$ cat config.mk
export PLATFORM = sky130hd
export DESIGN_NAME = meir_top
export DESIGN_NICKNAME = d
export VERILOG_FILES = /design/src/logic/meir_top.v
export VERILOG_INCLUDE_DIRS = /design/src /design/src/logic
export SDC_FILE = /design/constraint.sdc
export NUM_CORES = 1
export LEC_CHECK = 0
export ABC_AREA = 1
export BUFFER_PORTS_ARGS = -buffer_cell sky130_fd_sc_hd__buf_2
export CORE_MARGIN = 2
export CORE_UTILIZATION = 50
export CTS_BUF_LIST = sky130_fd_sc_hd__clkbuf_8
export DETAILED_ROUTE_END_ITERATION = 8
export PLACE_DENSITY_LB_ADDON = 0.25
export SLEW_MARGIN = 20
export SYNTH_ARGS = -nofsm -noshare
export SYNTH_HDL_FRONTEND = slang
export SYNTH_SLANG_ARGS = --single-unit
$ cat constraint.sdc
create_clock -name clock -period 6.2 [get_ports clock]
set_input_delay 0.62 -clock clock [delete_from_list [all_inputs] [get_ports clock]]
set_output_delay 0.62 -clock clock [all_outputs]
set_load 0.02 [all_outputs]
$ cat src/logic/meir_consts.vh
// register offsets, field positions, reset values and timing counts
// for the motion event timing and interrupt routing block
// assumes a byte-wide register port and a 50 MHz system clock
`ifndef MEIR_CONSTS_VH
`define MEIR_CONSTS_VH

// register offsets (byte addresses on the register port)
`define MEIR_ADDR_DUR        8'h5C
`define MEIR_ADDR_FALL       8'h5D
`define MEIR_ADDR_P1         8'h5E
`define MEIR_ADDR_P2         8'h5F

// reset values
`define MEIR_RST_DUR         8'h00
`define MEIR_RST_FALL        8'h00
`define MEIR_RST_ROUTE       8'h00

// duration register fields
`define MEIR_DUR_FALL_MSB    7
`define MEIR_DUR_WAKE_HI     6
`define MEIR_DUR_WAKE_LO     5
`define MEIR_DUR_WEIGHT      4
`define MEIR_DUR_SLEEP_HI    3
`define MEIR_DUR_SLEEP_LO    0

// free-fall register fields
`define MEIR_FALL_TIME_HI    7
`define MEIR_FALL_TIME_LO    3
`define MEIR_FALL_CODE_HI    2
`define MEIR_FALL_CODE_LO    0

// routing register bit positions, shared by both pins except bit 0
`define MEIR_RT_ACTIVITY     7
`define MEIR_RT_SINGLE       6
`define MEIR_RT_WAKEUP       5
`define MEIR_RT_FALL         4
`define MEIR_RT_DOUBLE       3
`define MEIR_RT_ORIENT       2
`define MEIR_RT_EMBED        1
`define MEIR_RT_LAST         0

// sleep entry timing in sample periods
`define MEIR_SLEEP_DEFAULT   16'h0010
`define MEIR_SLEEP_UNIT      16'h0200

// wakeup level scaling shifts: full scale over 2^6 or 2^8
`define MEIR_WK_SHIFT_COARSE 6
`define MEIR_WK_SHIFT_FINE   8

// early overflow alert lead time
`define MEIR_TS_LEAD_US      6400
`define MEIR_CLK_MHZ         50
`define MEIR_TS_LEAD_CYC     (`MEIR_TS_LEAD_US * `MEIR_CLK_MHZ)

`endif

$ cat src/logic/meir_top.v
// motion event duration counters, threshold weighting and interrupt routing
// assumes sample_tick pulses once per accelerometer output sample and
// event and condition inputs are synchronous to clock
// register port is a one-cycle strobe interface with a registered ack
// pins are active-high levels; latching and polarity live elsewhere
// the detectors that raise fall_cond, wake_cond and still_cond compare
// samples against the thresholds reported here; this block only times them
`timescale 1ns/1ps
`include "meir_consts.vh"

module meir_top (
   input  wire        clock,
   input  wire        sys_rst,
   input  wire        reg_wr,
   input  wire        reg_rd,
   input  wire [7:0]  reg_addr,
   input  wire [7:0]  reg_wdata,
   output reg  [7:0]  reg_rdata_ff,
   output reg         reg_ack_ff,
   input  wire        sample_tick,
   input  wire        basic_irq_enable,
   input  wire        sleep_status_on_irq,
   input  wire [5:0]  wakeup_level,
   input  wire [2:0]  accel_full_scale,
   input  wire        fall_cond,
   input  wire        wake_cond,
   input  wire        still_cond,
   input  wire        single_knock_evt,
   input  wire        double_knock_evt,
   input  wire        orientation_evt,
   input  wire        embedded_evt,
   input  wire        hub_done_evt,
   input  wire [31:0] ts_count,
   output reg         irq_pin_one_ff,
   output reg         irq_pin_two_ff,
   output reg         fall_evt_ff,
   output reg         wake_evt_ff,
   output reg         asleep_ff,
   output reg  [8:0]  fall_level_mg_ff,
   output reg  [15:0] wake_level_mg_ff
);

   // register storage
   reg [7:0]  dur_cfg_ff;                 // motion_duration_config
   reg [7:0]  fall_cfg_ff;                // freefall_config
   reg [7:0]  p1_route_ff;                // irq_pin1_routing
   reg [7:0]  p2_route_ff;                // irq_pin2_routing
   reg [7:0]  nxt_rdata;

   // counters, one tick per sample period
   // widths cover the largest programmable count of each timer
   reg [5:0]  fall_cnt_ff;                // free-fall samples so far
   reg [2:0]  wake_cnt_ff;                // wakeup samples so far
   // 13 bits hold fifteen times 512 periods without wrapping
   reg [12:0] still_cnt_ff;               // stillness samples so far
   reg        sleep_chg_ff;               // one-cycle sleep state change
   // registered so the wide compare does not sit in the pin path
   reg        ts_alert_ff;                // early overflow alert

   // decoded configuration fields
   wire [5:0]  fall_time;
   wire [1:0]  wakeup_time;
   wire        wakeup_level_weight;
   wire [3:0]  sleep_entry_time;
   wire [2:0]  fall_level_code;
   wire [12:0] sleep_target;
   wire        activity_evt;
   wire [7:0]  p1_events;
   wire [7:0]  p2_events;
   wire        ts_near_wrap;
   wire [15:0] sleep_target_w;            // full-width product before the cut
   wire [7:0]  p1_gated;                  // pin one events that are routed
   wire [7:0]  p2_gated;                  // pin two events that are routed
   wire [15:0] level_ext;                 // wakeup level widened for the product

   // loop index for the per-bit routing gates
   genvar      gi;

   // fs in g: code 0..3 maps 2,4,8,16 g
   wire [15:0] fs_mg;

   assign fall_time           = {dur_cfg_ff[`MEIR_DUR_FALL_MSB],
                                 fall_cfg_ff[`MEIR_FALL_TIME_HI:`MEIR_FALL_TIME_LO]};
   assign wakeup_time         = dur_cfg_ff[`MEIR_DUR_WAKE_HI:`MEIR_DUR_WAKE_LO];
   assign wakeup_level_weight = dur_cfg_ff[`MEIR_DUR_WEIGHT];
   assign sleep_entry_time    = dur_cfg_ff[`MEIR_DUR_SLEEP_HI:`MEIR_DUR_SLEEP_LO];
   assign fall_level_code     = fall_cfg_ff[`MEIR_FALL_CODE_HI:`MEIR_FALL_CODE_LO];

   // zero means the short default, otherwise 512 periods per count
   // product is formed at 16 bits, then cut; the largest value fits 13
   // a zero setting must not give a zero target, or sleep would be instant
   assign sleep_target_w = (sleep_entry_time == 4'h0) ?
                           `MEIR_SLEEP_DEFAULT :
                           ({12'h000, sleep_entry_time} * `MEIR_SLEEP_UNIT);
   assign sleep_target   = sleep_target_w[12:0];

   // change mode pulses on transitions, status mode shows the state
   // the result feeds bit 7 of both routing vectors
   assign activity_evt = sleep_status_on_irq ? asleep_ff : sleep_chg_ff;

   // full scale in mg; the top code bit is ignored by this block,
   // so only 2, 4, 8 and 16 g are decoded
   assign fs_mg     = 16'd2000 << accel_full_scale[1:0];
   // widened on purpose so the product keeps all sixteen bits
   assign level_ext = {10'h000, wakeup_level};

   // free-fall threshold table in mg
   // eight codes, eight steps; the last code is also the fallback
   function [8:0] fall_mg;
      input [2:0] code;
      begin
         case (code)
            3'h0: fall_mg = 9'd156;
            3'h1: fall_mg = 9'd219;
            3'h2: fall_mg = 9'd250;
            3'h3: fall_mg = 9'd312;
            3'h4: fall_mg = 9'd344;
            3'h5: fall_mg = 9'd406;
            3'h6: fall_mg = 9'd469;
            default: fall_mg = 9'd500;
         endcase
      end
   endfunction

   // address hit test, used by read and write paths
   // one function so read and write decode can never disagree
   function hit;
      input [7:0] a;
      input [7:0] b;
      begin
         hit = (a == b);
      end
   endfunction

   // alert window: the top lead count before the counter wraps
   // the bound is a constant, so no subtraction is built at run time
   // the alert stays high until the counter wraps back to zero
   assign ts_near_wrap = (ts_count >= (32'hFFFF_FFFF - `MEIR_TS_LEAD_CYC));

   // event vectors in routing bit order; basic events need global enable
   // embedded and hub events bypass the global enable on purpose
   // pin two shares bits 7:1 and swaps in the overflow alert at bit 0
   assign p1_events = {activity_evt     & basic_irq_enable,
                       single_knock_evt & basic_irq_enable,
                       wake_evt_ff      & basic_irq_enable,
                       fall_evt_ff      & basic_irq_enable,
                       double_knock_evt & basic_irq_enable,
                       orientation_evt  & basic_irq_enable,
                       embedded_evt,
                       hub_done_evt};
   assign p2_events = {p1_events[7:1], ts_alert_ff};

   // register writes; reset gives all fields zero
   // writes to unmapped offsets fall through and change nothing
   // all four registers are plain read/write bytes with no side effects
   always @(posedge clock) begin
      if (sys_rst) begin
         dur_cfg_ff  <= `MEIR_RST_DUR;
         fall_cfg_ff <= `MEIR_RST_FALL;
         p1_route_ff <= `MEIR_RST_ROUTE;
         p2_route_ff <= `MEIR_RST_ROUTE;
      end else if (reg_wr) begin
         if (hit(reg_addr, `MEIR_ADDR_DUR))
            dur_cfg_ff <= reg_wdata;
         if (hit(reg_addr, `MEIR_ADDR_FALL))
            fall_cfg_ff <= reg_wdata;
         if (hit(reg_addr, `MEIR_ADDR_P1))
            p1_route_ff <= reg_wdata;
         if (hit(reg_addr, `MEIR_ADDR_P2))
            p2_route_ff <= reg_wdata;
      end
   end

   // read mux; unmapped addresses read zero
   // combinational, sampled only when a read strobe is present
   always @* begin
      nxt_rdata = 8'h00;
      if (hit(reg_addr, `MEIR_ADDR_DUR))
         nxt_rdata = dur_cfg_ff;
      else if (hit(reg_addr, `MEIR_ADDR_FALL))
         nxt_rdata = fall_cfg_ff;
      else if (hit(reg_addr, `MEIR_ADDR_P1))
         nxt_rdata = p1_route_ff;
      else if (hit(reg_addr, `MEIR_ADDR_P2))
         nxt_rdata = p2_route_ff;
   end

   // read data registered; ack one cycle after any access
   // ack also answers unmapped offsets so a host never stalls
   // read data holds between reads, so a slow host may sample late
   always @(posedge clock) begin
      if (sys_rst) begin
         reg_rdata_ff <= 8'h00;
         reg_ack_ff   <= 1'b0;
      end else begin
         reg_ack_ff <= reg_wr | reg_rd;
         if (reg_rd) begin
            reg_rdata_ff <= nxt_rdata;
         end
      end
   end

   // free-fall duration: count samples while low-g holds
   // counter stops at the setting; the event stays until the condition lapses
   // a zero setting fires on the first sample of the condition
   always @(posedge clock) begin
      if (sys_rst) begin
         fall_cnt_ff <= 6'h00;
         fall_evt_ff <= 1'b0;
      end else if (!fall_cond) begin
         // condition lapsed, restart
         fall_cnt_ff <= 6'h00;
         fall_evt_ff <= 1'b0;
      end else if (sample_tick) begin
         if (fall_cnt_ff >= fall_time)
            fall_evt_ff <= 1'b1;
         else
            fall_cnt_ff <= fall_cnt_ff + 6'h01;
      end
   end

   // wakeup duration: condition persists wakeup_time extra periods
   // a three-bit counter leaves room for the compare at the top setting
   always @(posedge clock) begin
      if (sys_rst) begin
         wake_cnt_ff <= 3'h0;
         wake_evt_ff <= 1'b0;
      end else if (!wake_cond) begin
         wake_cnt_ff <= 3'h0;
         wake_evt_ff <= 1'b0;
      end else if (sample_tick) begin
         if (wake_cnt_ff >= {1'b0, wakeup_time})
            wake_evt_ff <= 1'b1;
         else
            wake_cnt_ff <= wake_cnt_ff + 3'h1;
      end
   end

   // sleep entry: stillness for sleep_target periods enters sleep;
   // any motion leaves sleep at once
   // a change pulse marks both entry and exit, for change-mode routing
   // while asleep the counter is frozen, so leaving sleep restarts it
   always @(posedge clock) begin
      if (sys_rst) begin
         still_cnt_ff <= 13'h0000;
         asleep_ff    <= 1'b0;
         sleep_chg_ff <= 1'b0;
      end else begin
         sleep_chg_ff <= 1'b0;
         if (!still_cond) begin
            still_cnt_ff <= 13'h0000;
            if (asleep_ff) begin
               asleep_ff    <= 1'b0;
               sleep_chg_ff <= 1'b1;
            end
         end else if (sample_tick && !asleep_ff) begin
            // count saturates, so a long pause cannot wrap
            if (still_cnt_ff + 13'h0001 >= sleep_target) begin
               asleep_ff    <= 1'b1;
               sleep_chg_ff <= 1'b1;
            end else begin
               still_cnt_ff <= still_cnt_ff + 13'h0001;
            end
         end
      end
   end

   // threshold reports for the detectors
   // table lookups and products are registered to keep outputs on flops
   // the coarse step truncates fs/64 and the fine step fs/256;
   // the small rounding loss is traded for a shift instead of a divider
   always @(posedge clock) begin
      if (sys_rst) begin
         fall_level_mg_ff <= 9'h000;
         wake_level_mg_ff <= 16'h0000;
         ts_alert_ff      <= 1'b0;
      end else begin
         fall_level_mg_ff <= fall_mg(fall_level_code);
         // weight picks the step size of the wakeup level
         if (wakeup_level_weight)
            wake_level_mg_ff <= (fs_mg >> `MEIR_WK_SHIFT_FINE) * level_ext;
         else
            wake_level_mg_ff <= (fs_mg >> `MEIR_WK_SHIFT_COARSE) * level_ext;
         ts_alert_ff <= ts_near_wrap;
      end
   end

   // per-bit route gates: an event counts only where its route bit is set
   // the same gate serves every source, so one loop builds both pins
   generate
      for (gi = 0; gi < 8; gi = gi + 1) begin : g_route
         assign p1_gated[gi] = p1_events[gi] & p1_route_ff[gi];
         assign p2_gated[gi] = p2_events[gi] & p2_route_ff[gi];
      end
   endgenerate

   // pin outputs: OR of events whose route bit is set
   // both pins are registered, so a pin follows its event one edge later
   // nothing is latched here: a pin falls one edge after its events do
   always @(posedge clock) begin
      if (sys_rst) begin
         irq_pin_one_ff <= 1'b0;
         irq_pin_two_ff <= 1'b0;
      end else begin
         irq_pin_one_ff <= |p1_gated;
         irq_pin_two_ff <= |p2_gated;
      end
   end

endmodule

==> impl_metrics.ini <==
[global_routing]
grt_first_pass_wirelength_mm = 24.9
grt_max_degree = 47
grt-ovfl-total = 0
antenna_found_initial = 0
grt_pass1_vias = 5321
grt_usage_pct = 23.4

[logic_synthesis]
synth_fp_nets = 1027
netlist_top_cells_area = dfxtp_1 30%, ha_1 10%, inv_1 9.6%
netlist_instances = 874
yosysTopAreaCell = dfxtp_1
synth-edff-count = 0
synth.ff_latch_count = 94
synth_area_per_cell_um2 = 7.17
netlist.area_leader.share_pct = 30.0
dominantRegCellSynth = dfxtp_1
synth_cell_types = 40
netlist_area_um2 = 6260
async_reset_ff_share_pct = 0
synth-seq-area-share_pct = 30.0
yosysWarningCount = 0

[cts]
clockBufferDepth = 2
cts_num_sinks = 94
post-cts-setup-buffer-count = 0
cts_tree = done
cts_htree_levels = 3
cts-resized-gates = 0
worstSkewPairLatency_ns = 0.38
cts_made_buffers = 9
holdBufCountCts = 0
root_buffer = clkbuf_8
clkTransAtPathRegs_ns = 0.10

[setup_path]
cp.required_ns = 6.52
start_kind = input port
r2r_end = still_cnt_ff[4]
cpPeakStageDelay_ns = 0.56
crit_path_end_kind = flip-flop
cpMostUsedCell = nand2_1
cp.depth = 18
crit_path_start = accel_full_scale[1]
worstSetupEndpoint = wake_level_mg_ff[13]
critPathKind = in -> reg
path_buf_inv = 4
r2r-start = still_cnt_ff[0]
r2r_cells = 17
crit_path_cell_trace = buf_2 -> nand2_1 -> clkinv_1 -> nor2_1 -> inv_1 -> fa_1 -> fa_1 -> fa_1 -> inv_1 -> ha_1 -> nand3_1 -> nand2_1 -> a21oi_1 -> o21ai_0 -> a21o_1 -> nand2_1 -> nand2_1 -> nor2_1
rrSetupSlack_ns = 3.30
path_delay_family = adder cells
worstPathMaxFanout = 9
arrival_ns = 4.49
cp_slowest_cell = fa_1

[sta]
hold_viol = 0
finalSetupViolCount = 0
rsz0062_at_grt = no
finalSetupTns_ns = 0
tightest_slew_ns = 0.614
slew_violations = 0
fin_skew_ns = 0.0118
slew_headroom_pct = 59.0
fin_crit_sh_pct = 67.2
fmax_mhz = 240
fin_crit_ns = 4.17
holdWs_ns = 0.454

[detailed_routing]
drt.antenna.violating_nets = 0
wl_per_cell_um = 13.0
drt_iter0_markers = 442
wl_mm = 14.9
drc = 0
firstDrtPassIters = 6
vias_per_cell = 5.13
via_count = 5861

[final_layout]
postLayoutCoreUtil_pct = 58.9
final_cell_mix = 161 x inv_1, 148 x nand2_1, 108 x buf_2, 95 x a21oi_1, 94 x dfxtp_1
n_antenna_cell = 0
fin_nets = 1123
area_delta_synth_final_pct = 13.8
drive_gt1_share_pct = 14.2
layout_commonest_cell = inv_1
final_area_um2 = 7130
fill_cells = 1194

[place]
placed_area_um2 = 6910
gp_congestion = 0.868
hpwl_mm = 11.7
portBuffers = 108

[power_and_ir_drop]
p_leak_nw = 3.53
ir_drop_v = 0.000189
finalPower_mw = 1.98
p_per_area_nw_per_um2 = 278

[die]
dieArea_um2 = 13400
rows = 40
die_w_um = 116
die_h_um = 116
ios = 111
start_util_pct = 51.7
design.core.area_um2 = 12100

[run]
drv_cap = 0

[min_path]
hold_class = reg -> reg

[status]
outcome = complete, no violations
## worst min path at each step
stage / from / end / slack [ns] / cells past startpoint
5_1_grt: still_cond / sleep_chg_ff / 0.47 / 2
2_1_floorplan: wake_cnt_ff[2] / wake_cnt_ff[2] / 0.43 / 2
6_report: wake_cnt_ff[2] / wake_cnt_ff[2] / 0.45 / 2
3_3_place_gp: wake_cnt_ff[2] / wake_cnt_ff[2] / 0.44 / 2
3_5_place_dp: wake_cnt_ff[2] / wake_cnt_ff[2] / 0.44 / 2
4_1_cts: still_cond / sleep_chg_ff / 0.45 / 2
## state kept, by name, indices dropped and copies added, names as in the netlist, 8 cells and up
register,cells
fall_level_mg_ff,9
still_cnt_ff,13
reg_rdata_ff,8
wake_level_mg_ff,15
p2_route_ff,8
fall_cfg_ff,8
dur_cfg_ff,8
p1_route_ff,8
## metrics by stage
step / std cells / setup slack (ns)
after floorplan: 874 / 2.10
after global placement: 1127 / 1.72
after detailed placement: 1127 / 1.70
after CTS: 1143 / 2.09
after global routing: 1143 / 1.75
final: 1143 / 2.03
## cell usage after synthesis, types with 6 or more instances
master,count
a21oi_1,95
a31oi_1,6
clkbuf_1,20
dfxtp_1,94
fa_1,29
ha_1,52
inv_1,160
nand2_1,148
nand2_2,6
nand3_1,27
nand4_1,16
nor2_1,90
nor3_1,11
o21ai_0,67
o22ai_1,6
xor2_1,9
## routing by layer
| metal | up-vias | global-route usage [%] | share of wire [%] |
|---|---|---|---|
| li1 | 2990 | - | - |
| met1 | 2656 | 33.7 | 48 |
| met2 | 198 | 36.8 | 44 |
| met3 | 17 | 3.40 | 6.3 |
| met4 | 0 | 6.51 | 1.3 |
| met5 | - | 0 | 0 |
## tightest hold or removal path: stages (launching register included)
cell and delay [ns]:
dfxtp_1 0.32, inv_1 0.05, a21oi_1 0.05
## cell type report
cell class	count	area [um^2]	share of cell area (%)
clock inverters	7	97.6	1.37
flip-flops and latches	94	1880	26.4
inverters	164	616	8.63
repair buffers	109	548	7.68
clock buffers	9	124	1.74
multi-input cells	592	3650	51.2
well taps	168	210	2.95
## power by group
group | switching (mW) | total [mW] | internal [mW]
clock | 0.235 | 0.465 | 0.230
sequential | 0.0227 | 0.676 | 0.654
combinational | 0.536 | 0.841 | 0.305
## kinds of logic after synthesis
| kind of cell | share of synthesized area, % |
|---|---|
| XOR/XNOR | 1.40 |
| flip-flops | 30.0 |
| AND/OR/NAND/NOR | 20.8 |
| other | 0.0599 |
| adder cells (fa/ha/maj) | 19.7 |
| buffers and inverters | 11.6 |
| AO/OA/AOI/OAI | 16.4 |
No activity file was read; power rests on OpenSTA's default activity.
